[src/pkg/lhims_defines.svh]
// Functional notes
// - Straps 0000/0001/1000/1001 pick 6800-style bus
// - Straps 0010/0011/1010/1011 pick 8080-style bus
// - Straps 01xx pick RGB; 1110/1111 pick SPI
// - Nine-bit RGB at 65K ties D12 to D17
// - Register select low: index, high: control
`ifndef LHIMS_DEFINES_SVH
`define LHIMS_DEFINES_SVH
`define LHIMS_STRAP_W 4
`define LHIMS_DATA_W 18
`define LHIMS_FIFO_DEPTH 4
`define LHIMS_HV_MAX 320
`define LHIMS_RGB_LSB9 9
`define LHIMS_RGB_LSB6 12
`endif

[src/pkg/lhims_pkg.sv]
package lhims_pkg;
  // Bus family chosen by straps
  typedef enum logic [2:0] {
    LHIMS_BUS_M68 = 3'h0,
    LHIMS_BUS_I80 = 3'h1,
    LHIMS_BUS_RGB = 3'h3,
    LHIMS_BUS_SPI = 3'h2,
    LHIMS_BUS_BAD = 3'h6
  } lhims_bus_e;
  // Decoded mode
  typedef struct packed {
    lhims_bus_e bus;
    logic [4:0] width;
    logic spi4;
  } lhims_mode_s;
  // Pixel word with its line/frame flags
  typedef struct packed {
    logic frame_start;
    logic line_start;
    logic [17:0] pixel;
  } lhims_pix_s;
endpackage : lhims_pkg

[src/hw/lhims_fifo.sv]
`timescale 1ns/1ps
module lhims_fifo #(
  parameter int WIDTH = 20,
  parameter int DEPTH = 4
) (
  input wire logic clk_i,
  input wire logic rst_n_i,
  input wire logic [WIDTH-1:0] in_data_i,
  input wire logic in_valid_i,
  output logic in_ready_o,
  output logic [WIDTH-1:0] out_data_o,
  output logic out_valid_o,
  input wire logic out_ready_i
);
  localparam int AW = $clog2(DEPTH);
  logic [WIDTH-1:0] mem_reg [DEPTH];
  logic [AW-1:0] wr_reg;
  logic [AW-1:0] rd_reg;
  logic [AW:0] cnt_reg;
  wire push = in_valid_i && in_ready_o;
  wire pop = out_valid_o && out_ready_i;
  assign in_ready_o = (cnt_reg != (AW+1)'(DEPTH));
  assign out_valid_o = (cnt_reg != '0);
  assign out_data_o = mem_reg[rd_reg];
  // Pointers and occupancy
  always_ff @(posedge clk_i) begin
    if (!rst_n_i) begin
      wr_reg <= '0;
      rd_reg <= '0;
      cnt_reg <= '0;
    end else begin
      if (push) begin
        wr_reg <= (wr_reg == AW'(DEPTH-1)) ? '0 : wr_reg + 1'b1;
      end
      if (pop) begin
        rd_reg <= (rd_reg == AW'(DEPTH-1)) ? '0 : rd_reg + 1'b1;
      end
      cnt_reg <= cnt_reg + (AW+1)'(push) - (AW+1)'(pop);
    end
  end
  // Storage
  always_ff @(posedge clk_i) begin
    if (push) begin
      mem_reg[wr_reg] <= in_data_i;
    end
  end
endmodule : lhims_fifo

[src/hw/lhims_top.sv]
`timescale 1ns/1ps
`include "lhims_defines.svh"
module lhims_top import lhims_pkg::*; #(
  parameter int HV_MAX = `LHIMS_HV_MAX
) (
  input wire logic clk_i,
  input wire logic rst_n_i,
  input wire logic mode_strap_bit0,
  input wire logic mode_strap_bit1,
  input wire logic mode_strap_bit2,
  input wire logic mode_strap_bit3,
  input wire logic color_65k_i,
  input wire logic register_select_in,
  input wire logic pixel_clock_in,
  input wire logic line_sync_n_i,
  input wire logic frame_sync_n_i,
  input wire logic [17:0] data_bus_i,
  output lhims_mode_s mode_o,
  output logic reg_is_control_o,
  output logic sync_err_o,
  output lhims_pix_s pix_o,
  output logic pix_valid_o,
  input wire logic pix_ready_i,
  output logic overflow_o
);
  // ==========================================
  // Input synchronisers
  localparam int NS = 24;
  logic [NS-1:0] s1_reg;
  logic [NS-1:0] s2_reg;
  logic pclk_d_reg;
  wire [NS-1:0] raw = {mode_strap_bit3, mode_strap_bit2, mode_strap_bit1,
    mode_strap_bit0, register_select_in, pixel_clock_in, data_bus_i};
  // Two flops per strap, select, dot clock and data input
  always_ff @(posedge clk_i) begin
    s1_reg <= raw;
    s2_reg <= s1_reg;
    pclk_d_reg <= s2_reg[18];
  end
  // Syncs are stored apart from the bus to keep NS small
  logic [1:0] hs_reg;
  logic [1:0] vs_reg;
  logic hs_d_reg;
  logic vs_d_reg;
  always_ff @(posedge clk_i) begin
    hs_reg <= {hs_reg[0], line_sync_n_i};
    vs_reg <= {vs_reg[0], frame_sync_n_i};
  end
  wire [3:0] strap_s = s2_reg[23:20];
  wire [17:0] data_s = s2_reg[17:0];
  wire pclk_rise = s2_reg[18] && !pclk_d_reg;

  // ==========================================
  // Strap decode, caught after reset release
  lhims_mode_s mode_next;
  lhims_mode_s mode_reg;
  logic [1:0] settle_reg;
  always_comb begin
    mode_next = '{bus: LHIMS_BUS_BAD, width: 5'h00, spi4: 1'b0};
    case (strap_s)
      4'h0: mode_next = '{LHIMS_BUS_M68, 5'h10, 1'b0};
      4'h1: mode_next = '{LHIMS_BUS_M68, 5'h08, 1'b0};
      4'h8: mode_next = '{LHIMS_BUS_M68, 5'h12, 1'b0};
      4'h9: mode_next = '{LHIMS_BUS_M68, 5'h09, 1'b0};
      4'h2: mode_next = '{LHIMS_BUS_I80, 5'h10, 1'b0};
      4'h3: mode_next = '{LHIMS_BUS_I80, 5'h08, 1'b0};
      4'ha: mode_next = '{LHIMS_BUS_I80, 5'h12, 1'b0};
      4'hb: mode_next = '{LHIMS_BUS_I80, 5'h09, 1'b0};
      4'h4: mode_next = '{LHIMS_BUS_RGB, 5'h09, 1'b0};
      4'h5: mode_next = '{LHIMS_BUS_RGB, 5'h10, 1'b0};
      4'h6: mode_next = '{LHIMS_BUS_RGB, 5'h12, 1'b0};
      4'h7: mode_next = '{LHIMS_BUS_RGB, 5'h06, 1'b0};
      4'he: mode_next = '{LHIMS_BUS_SPI, 5'h01, 1'b0};
      4'hf: mode_next = '{LHIMS_BUS_SPI, 5'h01, 1'b1};
      default: mode_next = '{LHIMS_BUS_BAD, 5'h00, 1'b0};
    endcase
  end
  // Straps latched once synchroniser has settled
  always_ff @(posedge clk_i) begin
    if (!rst_n_i) begin
      settle_reg <= 2'h0;
      mode_reg <= '{LHIMS_BUS_BAD, 5'h00, 1'b0};
    end else if (settle_reg != 2'h3) begin
      settle_reg <= settle_reg + 2'h1;
      mode_reg <= mode_next;
    end
  end
  assign mode_o = mode_reg;
  wire rgb_on = (mode_reg.bus == LHIMS_BUS_RGB) && (settle_reg == 2'h3);

  // ==========================================
  // Register select
  logic rs_reg;
  always_ff @(posedge clk_i) begin
    if (!rst_n_i) begin
      rs_reg <= 1'b0;
    end else begin
      rs_reg <= s2_reg[19];
    end
  end
  assign reg_is_control_o = rs_reg;

  // ==========================================
  // RGB pixel capture on dot clock rising edges
  logic [17:0] pix_word;
  always_comb begin
    case (mode_reg.width)
      5'h09: begin
        pix_word = {9'h000, data_s[17:`LHIMS_RGB_LSB9]};
        if (color_65k_i) begin
          pix_word[3] = data_s[17]; // D12 follows D17
        end
      end
      5'h06: pix_word = {12'h000, data_s[17:`LHIMS_RGB_LSB6]};
      5'h10: pix_word = {2'h0, data_s[15:0]};
      default: pix_word = data_s;
    endcase
  end
  // Sync falling edges; the delayed copies reset to the idle high level
  wire hs_fall = hs_d_reg && !hs_reg[1];
  wire vs_fall = vs_d_reg && !vs_reg[1];
  logic [8:0] hv_cnt_reg;
  logic hv_wait_reg;
  logic err_reg;
  logic fl_reg;
  logic ll_reg;
  wire fifo_rdy;
  // Pixels are taken only in RGB mode once the straps have settled
  wire push = rgb_on && pclk_rise; // Needs running dot clock
  // Sync edge tracking and line-after-frame window check
  always_ff @(posedge clk_i) begin
    if (!rst_n_i) begin
      hs_d_reg <= 1'b1;
      vs_d_reg <= 1'b1;
      hv_cnt_reg <= 9'h000;
      hv_wait_reg <= 1'b0;
      err_reg <= 1'b0;
      fl_reg <= 1'b0;
      ll_reg <= 1'b0;
    end else begin
      hs_d_reg <= hs_reg[1];
      vs_d_reg <= vs_reg[1];
      if (vs_fall) begin
        // A line sync falling with the frame sync already meets the window
        hv_wait_reg <= !hs_fall;
        hv_cnt_reg <= 9'h000;
        fl_reg <= 1'b1;
      end else if (hv_wait_reg && hs_fall) begin
        hv_wait_reg <= 1'b0;
      end else if (hv_wait_reg && pclk_rise) begin
        if (hv_cnt_reg == 9'(HV_MAX)) begin
          err_reg <= 1'b1; // Host broke sync window
          hv_wait_reg <= 1'b0;
        end else begin
          hv_cnt_reg <= hv_cnt_reg + 9'h001;
        end
      end
      if (hs_fall) begin
        ll_reg <= 1'b1;
      end
      // The pushed pixel carries any pending flag, so both are spent here
      if (push) begin
        fl_reg <= 1'b0;
        ll_reg <= 1'b0;
      end
    end
  end
  assign sync_err_o = err_reg;
  logic ovf_reg;
  always_ff @(posedge clk_i) begin
    if (!rst_n_i) begin
      ovf_reg <= 1'b0;
    end else if (push && !fifo_rdy) begin
      ovf_reg <= 1'b1;
    end
  end
  assign overflow_o = ovf_reg;

  lhims_pix_s pix_in;
  logic [19:0] fifo_out;
  assign pix_in = '{frame_start: fl_reg || vs_fall,
    line_start: ll_reg || hs_fall, pixel: pix_word};
  // Four-word buffer decouples dot clock capture from the consumer
  lhims_fifo #(
    .WIDTH(20),
    .DEPTH(`LHIMS_FIFO_DEPTH)
  ) u_lhims_fifo (
    .clk_i(clk_i),
    .rst_n_i(rst_n_i),
    .in_data_i(pix_in),
    .in_valid_i(push),
    .in_ready_o(fifo_rdy),
    .out_data_o(fifo_out),
    .out_valid_o(pix_valid_o),
    .out_ready_i(pix_ready_i)
  );
  assign pix_o = fifo_out;

  // ==========================================
  // Assertions
  AST_M68_8: assert property (@(posedge clk_i)
    disable iff (!rst_n_i)
    (settle_reg == 2'h3 && $past(strap_s) == 4'h1 && $past(settle_reg) == 2'h2)
      |-> (mode_reg.bus == LHIMS_BUS_M68 && mode_reg.width == 5'h08))
    else $error("8-bit 6800 strap misdecoded");
  AST_I80_18: assert property (@(posedge clk_i)
    disable iff (!rst_n_i)
    (settle_reg == 2'h2 && strap_s == 4'ha) ##1 1'b1
      |-> (mode_reg.bus == LHIMS_BUS_I80 && mode_reg.width == 5'h12))
    else $error("18-bit 8080 strap misdecoded");
  AST_SPI4: assert property (@(posedge clk_i)
    disable iff (!rst_n_i)
    (settle_reg == 2'h2 && strap_s == 4'hf) |=> mode_reg.spi4)
    else $error("4-wire SPI strap misdecoded");
  AST_TIE: assert property (@(posedge clk_i)
    disable iff (!rst_n_i)
    (mode_reg.width == 5'h09 && color_65k_i) |-> pix_word[3] == pix_word[8])
    else $error("D12 not tied to D17");
  AST_RS: assert property (@(posedge clk_i)
    disable iff (!rst_n_i)
    ##1 reg_is_control_o == $past(s2_reg[19]))
    else $error("Register select not followed");
  AST_PUSH: assert property (@(posedge clk_i)
    disable iff (!rst_n_i)
    (push && fifo_rdy) |=> pix_valid_o)
    else $error("Accepted pixel not offered");
endmodule : lhims_top

[config.mk]
export PLATFORM = sky130hd
export DESIGN_NAME = lhims_top
export DESIGN_NICKNAME = d
export VERILOG_FILES = /design/src/pkg/lhims_pkg.sv /design/src/hw/lhims_fifo.sv /design/src/hw/lhims_top.sv
export VERILOG_INCLUDE_DIRS = /design/src /design/src/pkg
export SDC_FILE = /design/constraint.sdc
export NUM_CORES = 1
export LEC_CHECK = 0
export ABC_AREA = 1
export BUFFER_PORTS_ARGS = -buffer_cell sky130_fd_sc_hd__buf_2
export CAP_MARGIN = 10
export CORE_MARGIN = 3
export CORE_UTILIZATION = 50
export DETAILED_ROUTE_END_ITERATION = 10
export GPL_TIMING_DRIVEN = 0
export HOLD_SLACK_MARGIN = 0.12
export PLACE_DENSITY = 0.71
export REMOVE_ABC_BUFFERS = 1
export SLEW_MARGIN = 10
export SYNTH_ARGS = -nofsm -noshare
export SYNTH_HDL_FRONTEND = slang
export SYNTH_HIERARCHICAL = 1
export SYNTH_SLANG_ARGS = --single-unit
[constraint.sdc]
create_clock -name clk_i -period 5.3 [get_ports clk_i]
set_clock_uncertainty 0.15 [all_clocks]
set_input_delay 1.59 -clock clk_i [delete_from_list [all_inputs] [get_ports clk_i]]
set_output_delay 1.59 -clock clk_i [all_outputs]
set_load 0.03 [all_outputs]
==> metrics.cfg <==
[critical_path]
worstSetupPathType = reg2out
required_ns = 3.56
endpoint_kind = output pin
start_kind = flop
crit_slowest_cell = dfxtp_1
cp_cell_sequence = inv_1 -> o21ai_1 -> o22ai_1 -> buf_2
arrival_ns = 2.44
critPathMaxStageDelay_ns = 0.87
worstPathMaxFanout = 21

[synth]
synth-seq-cells = 170
synth_edf_count = 80
synth_warnings = 6
async_reset_ff_share_pct = 0
netlist.area_leader.share_pct = 38.6
avgSynthCellArea_um2 = 10.8
ys_top_cells_by_area = edfxtp_1 39%, dfxtp_1 29%, nor2_1 5.4%, inv_1 4.1%, nand2_1 4.0%
synthTopCellsByCount = 90 x dfxtp_1, 89 x nor2_1, 80 x edfxtp_1
yosysTopAreaCell = edfxtp_1
yosysSeqAreaShare_pct = 67.6
postSynthCellCount = 574
synth_ff_type = dfxtp_1
synth_cell_type_count = 34
yosysMostFrequentCell = dfxtp_1
netlist_area_um2 = 6220

[clocking]
cts.path.max_buffers = 2
cts_made_buffers = 17
h-tree-depth = 4
root_buffer = clkbuf_16
post_cts_buffers = 0
clk_latency_ns = 0.42
cts.sinks = 170
cts.clk_slew.worst_paths_ns = 0.06
ctsHoldBuffers = 0
cts_resized = 0
cts_tree = done

[placement]
hpwl_um = 7900
place.gp.congestion = 0.815
io_buffers = 62

[floorplan]
io_pins = 63
dieArea_um2 = 13800
row_count = 40
die_x_um = 118
die_y_um = 118
start_util_pct = 51.4
design.core.area_um2 = 12100

[worst_hold_path]
hp-class = reg2reg

[routing]
avgRoutedWirePerCell_um = 14.2
via_count = 4162
viasPerCell = 5.04
drc = 0
drt_iter0_drc = 297
postRouteAntennaNets = 0
dr.pass1.iters = 5
routed_wl_um = 11700

[global_route]
grt_usage_pct = 17.9
grt_pass1_vias = 3999
antenna_found_initial = 0
grt_max_degree = 42
grt.overflow.total = 0
grt_pass1_wl_um = 19700

[cells_and_area]
nets = 687
drive_gt1_share_pct = 19.6
antenna_cells = 0
largest_reg_flops = 80
syn_to_final_growth_pct = 17.5
post-route-util_pct = 60.4

[timing]
min_period_over_period_pct = 78.9
rsz0062_at_grt = false
setup_tns_ns = 0
finalSetupViolations = 0
finalCriticalPeriod_ns = 4.18
slew_headroom_pct = 43.1
max_freq_ghz = 0.239
finalMaxSlewViolations = 0
hold_viol = 0
max_slew.worst_pin.slew_ns = 0.853

[flow_run]
drv_cap = 0

[pwr]
powerDensity_nw_per_um2 = 467
total_power_mw = 3.42
ir_drop_mv = 0.295
leakage_nw = 2.95

[outcome]
status = completed

==> cell families (layout without fill, tap and decap cells) <==
kind of cell | count (synthesis) | after routing | synth area share [%]
xor gates and xnor gates | 1 | 1 | 0.141
AOI/OAI and AO/OA | 105 | 105 | 9.41
adders and majority gates | 13 | 13 | 2.73
and+or+nand+nor | 198 | 198 | 14.6
DFF | 170 | 170 | 67.6
buffers and inverters | 87 | 170 | 5.53
==> report_power, final <==
group / switching, mW / internal (mW) / total, mW
Combinational: 0.506 / 0.219 / 0.725
Clock: 0.472 / 0.687 / 1.16
Sequential: 0.0913 / 1.44 / 1.53
==> per-stage QoR <==
| stage | hold slack (ns) | setup slack (ns) | std cells | area [um^2] |
|---|---|---|---|---|
| finish | 0.167 | 1.12 | 825 | 7310 |
| global placement | 0.161 | 1.04 | 789 | 6670 |
| global route | 0.177 | 0.960 | 825 | 7310 |
| CTS | 0.171 | 1.08 | 825 | 7310 |
| detailed placement | 0.162 | 1.59 | 793 | 6750 |
| floorplan | 0.160 | 1.76 | 559 | 6150 |
==> critical path: cells and delay by family, from the launching register on <==
kind | cells | cell delay, ns
DFF | 1 | 0.87
buffers and inverters | 2 | 0.80
AOI/OAI and AO/OA | 2 | 0.35
==> cell usage in the layout (no fill, tap or decap), types with 2 or more instances in the layout <==
cell type    n
nor3_1       3
clkinv_1     3
inv_1       68
clkbuf_1     2
nand3_1     12
dfxtp_1     89
o21ai_2      3
clkinvlp_4   5
bufinv_16    2
clkbuf_16   17
o22ai_1     26
o21ai_0      8
nand3b_1     2
buf_2       62
nor2_1      85
a21oi_1     22
buf_8        3
nor2_2       6
nand4_4      2
nand2_1     67
o21ai_1     40
nand2_2     12
edfxtp_1    80
clkinv_2     2
ha_1        12
inv_2        4
nor2_4       5
==> metal layers <==
metal	GRT usage (%)	part of all wire [%]
met4	7.33	1.9
met5	0	0
met2	29.7	48
met3	4.37	7.1
met1	22.7	43
==> path summary, 6_finish.rpt <==
| path | slack (ns) | from | cells past startpoint | to |
|---|---|---|---|---|
| setup / recovery | 1.12 | flop | 4 | pix_o[14] |
| hold reg to reg | 0.17 | s1_reg[16] | 0 | s2_reg[16] |
| hold / removal | 0.17 | s1_reg[16] | 0 | s2_reg[16] |
| setup reg to reg | 2.56 | settle_reg[0] | 8 | u_lhims_fifo/mem_reg[3][1] |
==> area by class of cell <==
cell class / count / area, um^2
clock buffers: 19 / 433
fillers: 983 / 4800
inverters: 72 / 270
multi-input cells: 317 / 1680
clock inverters: 13 / 128
well taps: 168 / 210
repair buffers: 66 / 383
flip-flops and latches: 170 / 4210
Note: power is estimated with default switching activity, not from simulation.
